===== config.mk =====
export PLATFORM = sky130hd
export DESIGN_NAME = ddr_ctl_flat
export DESIGN_NICKNAME = d
export VERILOG_FILES = /design/src/hdl/ddr_dll_pkg.sv /design/src/hdl/ddr_link_if.sv /design/src/hdl/ddr_ctl.sv /design/src/flat_wrapper.sv
export SDC_FILE = /design/constraint.sdc
export NUM_CORES = 1
export LEC_CHECK = 0
export BUFFER_PORTS_ARGS = -buffer_cell sky130_fd_sc_hd__buf_4
export CAP_MARGIN = 30
export CORE_MARGIN = 1
export CORE_UTILIZATION = 52
export DETAILED_ROUTE_END_ITERATION = 10
export PLACE_DENSITY = 0.88
export SETUP_SLACK_MARGIN = 0.05
export SYNTH_ARGS = -nofsm -noshare
export SYNTH_HDL_FRONTEND = slang
export SYNTH_SLANG_ARGS = --single-unit

===== constraint.sdc =====
create_clock -name I_MCLK -period 7.6 [get_ports I_MCLK]
set_input_delay 0.38 -clock I_MCLK [delete_from_list [all_inputs] [get_ports I_MCLK]]
set_output_delay 0.38 -clock I_MCLK [all_outputs]
set_load 0.02 [all_outputs]

===== src/hdl/ddr_dll_pkg.sv =====
//////////////////////////////////////////////////////////////////////
//////////////////////////////////////////////////////////////////////
package ddr_dll_pkg;

	// Clock and timing figures.
	localparam int CLK_PERIOD_NS = 10;
	localparam int T_CKSRE_NS = 10;
	localparam int T_CKSRX_NS = 10;
	localparam int T_XS_NS = 170;
	localparam int T_MOD_CK = 12;
	localparam int T_MRD_CK = 4;
	localparam int T_DLLK_CK = 512;
	localparam int T_ZQOPER_CK = 512;

	// Rounds a time up to whole cycles, never below one.
	function automatic int ns_to_cyc(input int ns);
		int c;
		c = (ns + CLK_PERIOD_NS - 1) / CLK_PERIOD_NS;
		return (c < 1) ? 1 : c;
	endfunction : ns_to_cyc

	localparam int T_CKSRE_CK = ns_to_cyc(T_CKSRE_NS);
	localparam int T_CKSRX_CK = ns_to_cyc(T_CKSRX_NS);
	localparam int T_XS_CK = ns_to_cyc(T_XS_NS);

	// Command codes on {RAS#, CAS#, WE#}.
	localparam logic [2:0] CMD_MRS = 3'h0;
	localparam logic [2:0] CMD_REF = 3'h1;
	localparam logic [2:0] CMD_READ = 3'h5;
	localparam logic [2:0] CMD_ZQ = 3'h6;
	localparam logic [2:0] CMD_NOP = 3'h7;

	// Mode register fields.
	localparam int MR1_DLL_DIS_BIT = 0;
	localparam int MR0_DLL_RST_BIT = 8;
	localparam int MR0_CL_LSB = 4;
	localparam int MR1_AL_LSB = 3;
	localparam int ADDR_ZQ_LONG_BIT = 10;
	localparam logic [13:0] MR0_RESET = 14'h0020;
	localparam logic [13:0] MR1_RESET = 14'h0000;

	// Controller registers on APB.
	localparam logic [7:0] REG_CTRL = 8'h00;
	localparam logic [7:0] REG_MR0 = 8'h04;
	localparam logic [7:0] REG_STATUS = 8'h08;
	localparam logic [7:0] REG_READ = 8'h0c;
	localparam logic [7:0] REG_RDATA = 8'h10;
	localparam int CTRL_GO = 0;
	localparam int CTRL_OFF = 1;
	localparam int CTRL_ZQ = 2;
	localparam int ST_BUSY = 0;
	localparam int ST_DONE = 1;
	localparam int ST_DLL_OFF = 2;
	localparam int ST_RVALID = 3;

	// Controller sequencer states.
	typedef enum logic [10:0] {
		C_IDLE = 11'h001,
		C_MR1 = 11'h002,
		C_SRE = 11'h004,
		C_FREQ = 11'h008,
		C_SRX = 11'h010,
		C_MR0RST = 11'h020,
		C_MRUPD = 11'h040,
		C_ZQ = 11'h080,
		C_LOCK = 11'h100,
		C_READ = 11'h200,
		C_WAIT = 11'h400
	} ctl_state_t;

endpackage : ddr_dll_pkg


===== src/hdl/ddr_link_if.sv =====
`timescale 1ns/100ps
`default_nettype none
// Command pins from controller, read strobe and data from device.
interface ddr_link_if;
	logic cke;
	logic cs_n;
	logic ras_n;
	logic cas_n;
	logic we_n;
	logic [2:0] ba;
	logic [13:0] a;
	logic odt;
	logic dqs;
	logic [15:0] dq;
	modport ctl (output cke, cs_n, ras_n, cas_n, we_n, ba, a, odt, input dqs, dq);
	modport dev (input cke, cs_n, ras_n, cas_n, we_n, ba, a, odt, output dqs, dq);
endinterface : ddr_link_if
`default_nettype wire


===== src/hdl/ddr_ctl.sv =====
`timescale 1ns/100ps
`default_nettype none
module ddr_ctl (
	// Clock and reset.
	input wire logic I_MCLK,
	input wire logic I_NRST,
	// APB slave.
	input wire logic I_PSEL,
	input wire logic I_PENABLE,
	input wire logic I_PWRITE,
	input wire logic [7:0] I_PADDR,
	input wire logic [31:0] I_PWDATA,
	output logic O_PREADY,
	output logic O_PSLVERR,
	output logic [31:0] O_PRDATA,
	// Clock-change handshake with the clock generator.
	input wire logic I_CLK_STABLE,
	output logic O_CLK_CHANGE,
	// Link to the memory.
	ddr_link_if.ctl link
);

	typedef struct packed {
		ddr_dll_pkg::ctl_state_t st;
		ddr_dll_pkg::ctl_state_t ret;
		logic [9:0] cnt;
		logic [9:0] dllk;
		logic off_tgt;
		logic zq_en;
		logic done;
		logic dll_off;
		logic rvalid;
		logic [13:0] mr0;
		logic [13:0] rcol;
		logic [15:0] rdata;
		logic cke;
		logic cs_n;
		logic [2:0] cmd;
		logic [2:0] ba;
		logic [13:0] a;
		logic clkreq;
		logic pready;
		logic pslverr;
		logic [31:0] prdata;
	} ctl_t;

	ctl_t s_q;
	ctl_t s_d;
	logic acc;
	logic wr_take;
	logic busy;

	// Access phase, and the edge at which a write lands.
	assign acc = I_PSEL && I_PENABLE;
	assign wr_take = acc && s_q.pready && I_PWRITE && !s_q.pslverr;
	assign busy = (s_q.st != ddr_dll_pkg::C_IDLE);

	// True for the offsets that this block answers.
	function automatic logic mapped(input logic [7:0] ad);
		return ad == ddr_dll_pkg::REG_CTRL || ad == ddr_dll_pkg::REG_MR0 || ad == ddr_dll_pkg::REG_STATUS
			|| ad == ddr_dll_pkg::REG_READ || ad == ddr_dll_pkg::REG_RDATA;
	endfunction : mapped

	//////////////////////////////////////////////////////////////////
	// Next state: sequencer, link pins and APB answers.
	always_comb begin
		s_d = s_q;
		// Pins default to a deselect so nothing stray is registered.
		s_d.cs_n = 1'b1;
		s_d.cmd = ddr_dll_pkg::CMD_NOP;
		s_d.ba = 3'h0;
		s_d.a = 14'h0000;
		if (s_q.dllk != 10'h000) begin
			s_d.dllk = s_q.dllk - 10'h001;
		end
		// Every wait counts actual clock edges.
		if (s_q.cnt != 10'h000) begin
			s_d.cnt = s_q.cnt - 10'h001;
		end
		case (s_q.st)
			ddr_dll_pkg::C_IDLE: begin
				// Software only starts a switch with banks idle and ODT low.
				if (wr_take && I_PADDR == ddr_dll_pkg::REG_CTRL && I_PWDATA[ddr_dll_pkg::CTRL_GO]) begin
					s_d.off_tgt = I_PWDATA[ddr_dll_pkg::CTRL_OFF];
					s_d.zq_en = I_PWDATA[ddr_dll_pkg::CTRL_ZQ];
					s_d.st = I_PWDATA[ddr_dll_pkg::CTRL_OFF] ? ddr_dll_pkg::C_MR1 : ddr_dll_pkg::C_SRE;
				end else if (wr_take && I_PADDR == ddr_dll_pkg::REG_READ) begin
					s_d.rcol = I_PWDATA[13:0];
					s_d.st = ddr_dll_pkg::C_READ;
				end
			end
			ddr_dll_pkg::C_MR1: begin
				// DLL bit follows the target: one to switch off, zero to switch on.
				s_d.cs_n = 1'b0;
				s_d.cmd = ddr_dll_pkg::CMD_MRS;
				s_d.ba = 3'h1;
				s_d.a[ddr_dll_pkg::MR1_DLL_DIS_BIT] = s_q.off_tgt;
				s_d.dll_off = s_q.off_tgt;
				s_d.cnt = 10'(s_q.off_tgt ? ddr_dll_pkg::T_MOD_CK - 1 : ddr_dll_pkg::T_MRD_CK - 1);
				s_d.ret = s_q.off_tgt ? ddr_dll_pkg::C_SRE : ddr_dll_pkg::C_MR0RST;
				s_d.st = ddr_dll_pkg::C_WAIT;
			end
			ddr_dll_pkg::C_SRE: begin
				// Refresh with CKE falling enters self refresh.
				s_d.cs_n = 1'b0;
				s_d.cmd = ddr_dll_pkg::CMD_REF;
				s_d.cke = 1'b0;
				s_d.cnt = 10'(ddr_dll_pkg::T_CKSRE_CK - 1);
				s_d.ret = ddr_dll_pkg::C_FREQ;
				s_d.st = ddr_dll_pkg::C_WAIT;
			end
			ddr_dll_pkg::C_FREQ: begin
				// The clock generator retunes; the DLL-off rate is its concern.
				s_d.clkreq = 1'b1;
				if (s_q.clkreq && I_CLK_STABLE) begin
					s_d.clkreq = 1'b0;
					s_d.cnt = 10'(ddr_dll_pkg::T_CKSRX_CK - 1);
					s_d.ret = ddr_dll_pkg::C_SRX;
					s_d.st = ddr_dll_pkg::C_WAIT;
				end
			end
			ddr_dll_pkg::C_SRX: begin
				// CKE rises with a NOP and stays high to the end of the switch.
				s_d.cs_n = 1'b0;
				s_d.cke = 1'b1;
				s_d.cnt = 10'(ddr_dll_pkg::T_XS_CK - 1);
				s_d.ret = s_q.off_tgt ? ddr_dll_pkg::C_MRUPD : ddr_dll_pkg::C_MR1;
				s_d.st = ddr_dll_pkg::C_WAIT;
			end
			ddr_dll_pkg::C_MR0RST: begin
				s_d.cs_n = 1'b0;
				s_d.cmd = ddr_dll_pkg::CMD_MRS;
				s_d.a = s_q.mr0;
				s_d.a[ddr_dll_pkg::MR0_DLL_RST_BIT] = 1'b1;
				s_d.dllk = 10'(ddr_dll_pkg::T_DLLK_CK);
				s_d.cnt = 10'(ddr_dll_pkg::T_MRD_CK - 1);
				s_d.ret = ddr_dll_pkg::C_MRUPD;
				s_d.st = ddr_dll_pkg::C_WAIT;
			end
			ddr_dll_pkg::C_MRUPD: begin
				// Latency update; in DLL-off mode software supplies CL six.
				s_d.cs_n = 1'b0;
				s_d.cmd = ddr_dll_pkg::CMD_MRS;
				s_d.a = s_q.mr0;
				s_d.a[ddr_dll_pkg::MR0_DLL_RST_BIT] = 1'b0;
				s_d.cnt = 10'(ddr_dll_pkg::T_MOD_CK - 1);
				s_d.ret = s_q.zq_en ? ddr_dll_pkg::C_ZQ : ddr_dll_pkg::C_LOCK;
				s_d.st = ddr_dll_pkg::C_WAIT;
			end
			ddr_dll_pkg::C_ZQ: begin
				s_d.cs_n = 1'b0;
				s_d.cmd = ddr_dll_pkg::CMD_ZQ;
				s_d.a[ddr_dll_pkg::ADDR_ZQ_LONG_BIT] = 1'b1;
				s_d.cnt = 10'(ddr_dll_pkg::T_ZQOPER_CK - 1);
				s_d.ret = ddr_dll_pkg::C_LOCK;
				s_d.st = ddr_dll_pkg::C_WAIT;
			end
			ddr_dll_pkg::C_LOCK: begin
				// Nothing needing a locked DLL goes out before the lock time.
				if (s_q.dllk == 10'h000) begin
					s_d.done = 1'b1;
					s_d.st = ddr_dll_pkg::C_IDLE;
				end
			end
			ddr_dll_pkg::C_READ: begin
				s_d.cs_n = 1'b0;
				s_d.cmd = ddr_dll_pkg::CMD_READ;
				s_d.a = s_q.rcol;
				s_d.st = ddr_dll_pkg::C_IDLE;
			end
			ddr_dll_pkg::C_WAIT: begin
				if (s_q.cnt == 10'h000) begin
					s_d.st = s_q.ret;
				end
			end
			default: begin
				s_d.st = ddr_dll_pkg::C_IDLE;
			end
		endcase
		// Read capture; strobe and data arrive together.
		if (link.dqs) begin
			s_d.rdata = link.dq;
			s_d.rvalid = 1'b1;
		end
		// Register writes; clearing a flag loses to a new event in the same cycle.
		if (wr_take) begin
			case (I_PADDR)
				ddr_dll_pkg::REG_MR0: begin
					s_d.mr0 = I_PWDATA[13:0];
				end
				ddr_dll_pkg::REG_STATUS: begin
					if (I_PWDATA[ddr_dll_pkg::ST_DONE] && !(s_q.st == ddr_dll_pkg::C_LOCK && s_q.dllk == 10'h000)) begin
						s_d.done = 1'b0;
					end
					if (I_PWDATA[ddr_dll_pkg::ST_RVALID] && !link.dqs) begin
						s_d.rvalid = 1'b0;
					end
				end
				default: begin
					s_d.rvalid = s_d.rvalid;
				end
			endcase
		end
		// One wait state: pready rises on the second access cycle.
		s_d.pready = acc && !s_q.pready;
		s_d.pslverr = acc && !s_q.pready && !mapped(I_PADDR);
		s_d.prdata = 32'h0000_0000;
		if (acc && !s_q.pready && !I_PWRITE) begin
			case (I_PADDR)
				ddr_dll_pkg::REG_CTRL: begin
					s_d.prdata = {29'h0, s_q.zq_en, s_q.off_tgt, 1'b0};
				end
				ddr_dll_pkg::REG_MR0: begin
					s_d.prdata = {18'h0, s_q.mr0};
				end
				ddr_dll_pkg::REG_STATUS: begin
					s_d.prdata = {28'h0, s_q.rvalid, s_q.dll_off, s_q.done, busy};
				end
				ddr_dll_pkg::REG_RDATA: begin
					s_d.prdata = {16'h0, s_q.rdata};
				end
				default: begin
					s_d.prdata = 32'h0000_0000;
				end
			endcase
		end
	end

	//////////////////////////////////////////////////////////////////
	// State register; CKE low under reset as at power-up.
	always_ff @(posedge I_MCLK) begin
		if (!I_NRST) begin
			s_q <= '{st: ddr_dll_pkg::C_IDLE, ret: ddr_dll_pkg::C_IDLE, cs_n: 1'b1, cmd: ddr_dll_pkg::CMD_NOP,
				mr0: ddr_dll_pkg::MR0_RESET, default: '0};
		end else begin
			s_q <= s_d;
		end
	end

	// Outputs straight from flops; ODT is held low throughout.
	assign link.cke = s_q.cke;
	assign link.cs_n = s_q.cs_n;
	assign link.ras_n = s_q.cmd[2];
	assign link.cas_n = s_q.cmd[1];
	assign link.we_n = s_q.cmd[0];
	assign link.ba = s_q.ba;
	assign link.a = s_q.a;
	assign link.odt = 1'b0;
	assign O_CLK_CHANGE = s_q.clkreq;
	assign O_PREADY = s_q.pready;
	assign O_PSLVERR = s_q.pslverr;
	assign O_PRDATA = s_q.prdata;

endmodule : ddr_ctl
`default_nettype wire


===== src/flat_wrapper.sv =====
// flat-port wrapper written by rule: the top's interface ports become plain ports
module ddr_ctl_flat 
  (I_MCLK, I_NRST, I_PSEL, I_PENABLE, I_PWRITE, I_PADDR, I_PWDATA, O_PREADY, O_PSLVERR, O_PRDATA, I_CLK_STABLE, O_CLK_CHANGE, link_cke, link_cs_n, link_ras_n, link_cas_n, link_we_n, link_ba, link_a, link_odt, link_dqs, link_dq);
  ddr_link_if link_i ();
  input wire logic I_MCLK;
  input wire logic I_NRST;
  input wire logic I_PSEL;
  input wire logic I_PENABLE;
  input wire logic I_PWRITE;
  input wire logic [7:0] I_PADDR;
  input wire logic [31:0] I_PWDATA;
  output logic O_PREADY;
  output logic O_PSLVERR;
  output logic [31:0] O_PRDATA;
  input wire logic I_CLK_STABLE;
  output logic O_CLK_CHANGE;
  output wire logic [$bits(link_i.cke)-1:0] link_cke;
  output wire logic [$bits(link_i.cs_n)-1:0] link_cs_n;
  output wire logic [$bits(link_i.ras_n)-1:0] link_ras_n;
  output wire logic [$bits(link_i.cas_n)-1:0] link_cas_n;
  output wire logic [$bits(link_i.we_n)-1:0] link_we_n;
  output wire logic [$bits(link_i.ba)-1:0] link_ba;
  output wire logic [$bits(link_i.a)-1:0] link_a;
  output wire logic [$bits(link_i.odt)-1:0] link_odt;
  input wire logic [$bits(link_i.dqs)-1:0] link_dqs;
  input wire logic [$bits(link_i.dq)-1:0] link_dq;
  assign link_cke = link_i.cke;
  assign link_cs_n = link_i.cs_n;
  assign link_ras_n = link_i.ras_n;
  assign link_cas_n = link_i.cas_n;
  assign link_we_n = link_i.we_n;
  assign link_ba = link_i.ba;
  assign link_a = link_i.a;
  assign link_odt = link_i.odt;
  assign link_i.dqs = link_dqs;
  assign link_i.dq = link_dq;
  ddr_ctl u_core (.I_MCLK(I_MCLK), .I_NRST(I_NRST), .I_PSEL(I_PSEL), .I_PENABLE(I_PENABLE), .I_PWRITE(I_PWRITE), .I_PADDR(I_PADDR), .I_PWDATA(I_PWDATA), .O_PREADY(O_PREADY), .O_PSLVERR(O_PSLVERR), .O_PRDATA(O_PRDATA), .I_CLK_STABLE(I_CLK_STABLE), .O_CLK_CHANGE(O_CLK_CHANGE), .link(link_i));
endmodule

; ---- Word level (Yosys, flattened, before mapping)
; Index checks and enable logic that the tools add are counted.
[totals]
reg_bits = 148
latch_bits = 0
n_memories = 0
in_bits = 63
romBits = 0
mem_bits_rw = 0
output_inout_bits = 58
[op_classes]
n_eq_ne = 20
n_shift = 0
bitwise_logic = 2
n_mux = 35
n_div = 0
order_cmp = 0
n_reduce_logical = 43
n_mul = 0
addsub = 2
[ops]
columns = op, count
row1 = one-hot mux 21 bit (7 select lines), 1
row2 = one-hot mux 16 bit (4 select lines), 1
row3 = one-hot mux 11 bit (5 select lines), 1
row4 = 2-to-1 mux 11 bit, 4
row5 = 2-to-1 mux 32 bit, 1
row6 = 2-to-1 mux 10 bit, 3
row7 = one-hot mux 9 bit (3 select lines), 1
row8 = logical NOT 10 bit, 2
row9 = nonzero test 10 bit, 2
row10 = "subtractor 10 x 1 -> 10 bit, second input constant", 2
row11 = "equality test 8 x 4 -> 1 bit, second input constant", 2
row12 = 2-to-1 mux 15 bit, 1
row13 = logical AND 1 bit, 14
row14 = 2-to-1 mux 14 bit, 1
row15 = one-hot mux 3 bit (4 select lines), 1
row16 = "equality test 11 x 1 -> 1 bit, second input constant", 1
row17 = "equality test 11 x 10 -> 1 bit, second input constant", 1
row18 = "equality test 11 bit, second input constant", 1
row19 = "equality test 11 x 2 -> 1 bit, second input constant", 1
row20 = "equality test 11 x 3 -> 1 bit, second input constant", 1
row21 = "equality test 11 x 4 -> 1 bit, second input constant", 1
row22 = "equality test 11 x 5 -> 1 bit, second input constant", 1
row23 = "equality test 11 x 6 -> 1 bit, second input constant", 1
row24 = "equality test 11 x 7 -> 1 bit, second input constant", 1
row25 = other kinds (29), 56

; ---- Logic depth before layout (Yosys ltp)
[logic_depth]
depth_word = 8
depth_mapped = 8
ltp_nobuf = 7

; ---- Worst setup path after synthesis
; Ideal clock, no wire load.
[synth_path]
kind = register to register
start = register u_core.s_q[143] in the netlist's numbering
end = register u_core.s_q[78] in the netlist's numbering
path_slack_ns = 5.127
required_time_ns = 7.472
arrival_time_ns = 2.346
stages_incl_launch_ff = 9
path_cell_list = dfxtp_1 > buf_6 > or3_1 > buf_2 > or4_4 > nor4_4 > buf_6 > mux2i_1 > nor2_1
[synth_between]
elab_chain_cells = 2
[synth_rtl]
columns = element, line_no
row1 = start: declaration, ddr_ctl.sv:47  ; ctl_t s_q;
row2 = start signal: assignment, ddr_ctl.sv:233  ; s_q <= '{st: ddr_dll_pkg::C_IDLE, ret: ddr_dll_pkg::C_IDLE, cs_n: 1'b1, cmd: ddr_dll_pkg::CMD_NOP,
row3 = equality test 11 x 1 -> 1 bit, ddr_ctl.sv:80  ; case (s_q.st)
row4 = AND reduction 3 bit (no source line), n/a
; Every way passes these cells.
; A chain may end at the register's enable or synchronous reset.

; ---- Worst setup path after layout
[layout_path]
start = register u_core.s_q[142] in the netlist's numbering
end = register u_core.s_q[131] in the netlist's numbering
[layout_between]
elab_chain_cells = 3
elab_cells_between_ends = 11
cone_classes = eq/ne: 8 / mux: 1 / reduce/logical: 2
[layout_rtl]
columns = element, line_no
row1 = "equality test 11 x 4 -> 1 bit, or another cell as far along", ddr_ctl.sv:80
row2 = nonzero test 7 bit (no source line) or != test 2 x 1 -> 1 bit (tied branches), n/a
row3 = AND reduction 2 bit (no source line), n/a
; Parallel ways exist; a longest one is shown, timed or not.

==> metrics.md <==
| Metric | Value |
|---|---|
| Status | `finished clean` |
| RSZ-0062 raised after global routing | `no` |
| Worst Skew | `approximately 0.010 ns` |
| Critical Path Source Type | `flop` |
| Area Growth Syn to Fin | `17.7%` |
| Actual slew at the worst max-slew pin | `0.946 ns` |
| Floorplan core area | `10,400 µm²` |
| Global-route wire length before repair | `21.1 mm` |
| Htree depth | `4` |
| Number of DRC markers in iteration 0 | `385` |
| Setup TNS | `0 ns` |
| GR Util met2 | `0.418` |
| Cell with the most instances after synthesis | `dfxtp_1` |
| RePlAce Congestion | `0.876` |
| Fill cells | `780` |
| CTS buffer count | `17` |
| DP Cell Count | `773` |
| Initial antenna violation count | `0` |
| Hold Fails Final Rpt | `0` |
| Area leader, netlist | `dfxtp_1` |
| Antenna-violating nets left | `0` |
| DP HPWL | `roughly 9 mm` |
| Final min period | `between 2 and 3 ns` |
| Final count of pins violating max slew | `0` |
| Post-synth EDFFs | `0` |
| Reg power frac | `0.408` |
| GRT Util Overall | `0.244` |
| Max clock buf depth | `2` |
| Met3 global-route usage | `0.0612` |
| Area contributors post-synth | `dfxtp_1 46%, mux2i_1 9.0%, nor2_1 6.9%` |
| Switching share of power | `0.298` |
| Fmax | `340 MHz` |
| Vias in the first global route | `between 4,000 and 5,000` |
| Post-CTS Setup Bufs | `0` |
| Max VDD drop | `155 µV` |
| Max-cap violations | `0` |
| # DRC | `0` |
| Area share of the largest cell type after synthesis | `0.460` |
| Reg clk slew, reported paths | `~0.070 ns` |
| Gr busiest metal | `met2` |
| Commonest cells post-synth | `128 x dfxtp_1, 102 x nor2_1, 50 x buf_4, 50 x mux2i_1, 26 x nand2_1` |
| Syn_area_per_cell | `roughly 9 µm²` |
| Die H | `around 110 µm` |
| Cells after Synth | `about 610` |
| Dominant synthesized flop cell | `dfxtp_1` |
| YS warnings | `0` |
| Die ar. | `11,100 µm²` |
| Initial Utilization | `0.537` |
| Placed cell area | `5990 µm²` |
| Worst-Skew Late Latency | `0.53 ns` |
| # diodes | `0` |
| Proportion of layout cells with a drive suffix above 1 | `0.205` |
| Fraction of registers with async set/reset | `0` |
| WHS | `between 0.08 and 0.09 ns` |
| Tcrit/Tclk final | `0.387` |
| Num rows | `37` |
| Boundary pin count | `121` |
| Final nets | `721` |
| Sequential area share after synthesis | `0.460` |
| Port Buffers | `83` |
| Cts hold-fix bufs | `0` |
| Sw power | `around 0.55 mW` |
| Power per cell area | `roughly 280 nW/µm²` |
| Setup slack at placement | `4.75 ns` |
| Flop and latch count out of synthesis | `128` |
| Gr ovfl total | `0` |
| Post-route design area | `6550 µm²` |
| Synthesized area | `5570 µm²` |
| Root Buffer | `clkbuf_8` |
| CTS tree | `built` |
| Pin count of the biggest net entering global routing | `77` |
| Internal Power | `1.30 mW` |
| M1 GR Usage | `0.270` |
| Static Leak | `2.64 nW` |
| Critical Path AT | `3.29 ns` |
| Drt pass-1 iters | `7` |
| Cell variety after synth | `60` |
| Crit path max fanout | `19` |
| Slack of the critical path | `4.66 ns` |
| Vias/cell | `5.73` |
| Routed WL | `13.2 mm` |
| CP required | `7.96 ns` |
| Final setup vio count | `0` |
| Post-cts resize count | `0` |
| Via count | `about 4,600` |
| Die Span X | `105 µm` |
| Routed wire per std cell | `16.4 µm` |
| Clock Sink Count | `128` |
| Relative slew slack | `0.363` |
| Crit path kind | `reg2reg` |
| Fin cells | `~810` |
| Comb power frac | `0.177` |
| Clock power frac | `0.415` |
| CP Capture Type | `flop` |
| Worst hold path type | `in2reg` |
-- critical path: stages, from the launching register on --
cell	delay, ns
dfxtp_1	0.41
or3_1	0.53
or4_1	0.69
nor2b_1	0.20
a21oi_2	0.70
o32ai_1	0.24
-- layout make-up --
cell class | count | area [µm²] | share of cell area
Clock buffer | 17 | 414 | 0.0632
Clock inverter | 15 | 149 | 0.0227
Inverter | 9 | 33.8 | 0.00515
Multi-Input combinational cell | 410 | 2550 | 0.389
Sequential cell | 128 | 2560 | 0.391
Tap cell | 136 | 170 | 0.0260
Timing Repair Buffer | 90 | 676 | 0.103
-- path summary, 6_finish.rpt --
| check | to | cells past startpoint | from | slack (ns) |
|---|---|---|---|---|
| hold reg to reg | u_core.s_q[145] | 2 | u_core.s_q[134] | 0.46 |
| setup / recovery | u_core.s_q[131] | 5 | u_core.s_q[142] | 4.66 |
| hold / removal | u_core.s_q[71] | 3 | link_dq[14] | 0.09 |
| setup reg to reg | u_core.s_q[131] | 5 | u_core.s_q[142] | 4.66 |
-- state kept, by name (all words and copies together) (netlist names) --
signal	cells
u_core.O_CLK_CHANGE	1
u_core.O_PRDATA	16
u_core.O_PREADY	1
u_core.O_PSLVERR	1
u_core.link.a	14
u_core.link.ba	1
u_core.link.cas_n	1
u_core.link.cke	1
u_core.link.cs_n	1
u_core.link.ras_n	1
u_core.link.we_n	1
u_core.s_q	89
-- logic make-up (layout without fill, tap and decap cells) --
kind of cell / count (synthesis) / in the layout / synth area share
AO/OA/AOI/OAI: 94 / 94 / 0.114
XOR/XNOR: 11 / 11 / 0.0173
adder cells (fa/ha/maj): 2 / 2 / 0.00449
buffers and inverters: 88 / 131 / 0.0964
flip-flops: 128 / 128 / 0.460
multiplexers: 52 / 52 / 0.0940
other: 1 / 19 / 0.000674
AND/OR/NAND/NOR: 232 / 232 / 0.213
-- power groups by stage --
stage / clock [mW] / combinational [mW] / sequential, mW
CTS: 0.776 / 0.327 / 0.757
global placement: 0 / 0.303 / 0.767
global route: 0.805 / 0.367 / 0.764
finish: 0.770 / 0.328 / 0.758
floorplan: 0 / 0.263 / 0.763
detailed placement: 0 / 0.323 / 0.771
-- layer usage --
layer  vias up  share of wire
li1       2177              -
met5         -              0
met1      2185           0.40
met4         0          0.040
met3        57          0.058
met2       191           0.51
-- per-stage QoR --
| step | utilization | power [mW] |
|---|---|---|
| global placement | 0.578 | 1.07 |
| finish | 0.632 | 1.86 |
| global route | 0.632 | 1.94 |
| floorplan | - | 1.03 |
| detailed placement | 0.578 | 1.09 |
| CTS | 0.632 | 1.86 |
-- cell usage in the layout, fill, tap and decap left out, types with 5 or more instances in the layout --
master     instances
nand2_1           26
nand3_1           14
xor2_1             6
o31ai_1            6
nor3_1            14
o21ai_0           18
clkbuf_16         16
mux2i_1           50
or4_1              5
nor2b_1           11
buf_4             90
a21oi_1           14
nand2b_1           8
xnor2_1            5
inv_6              6
nor2_1           102
and3_1             6
inv_1              8
conb_1            19
a22oi_1           24
nor4_1             7
dfxtp_1          128
(Power assumes the default switching activity.)
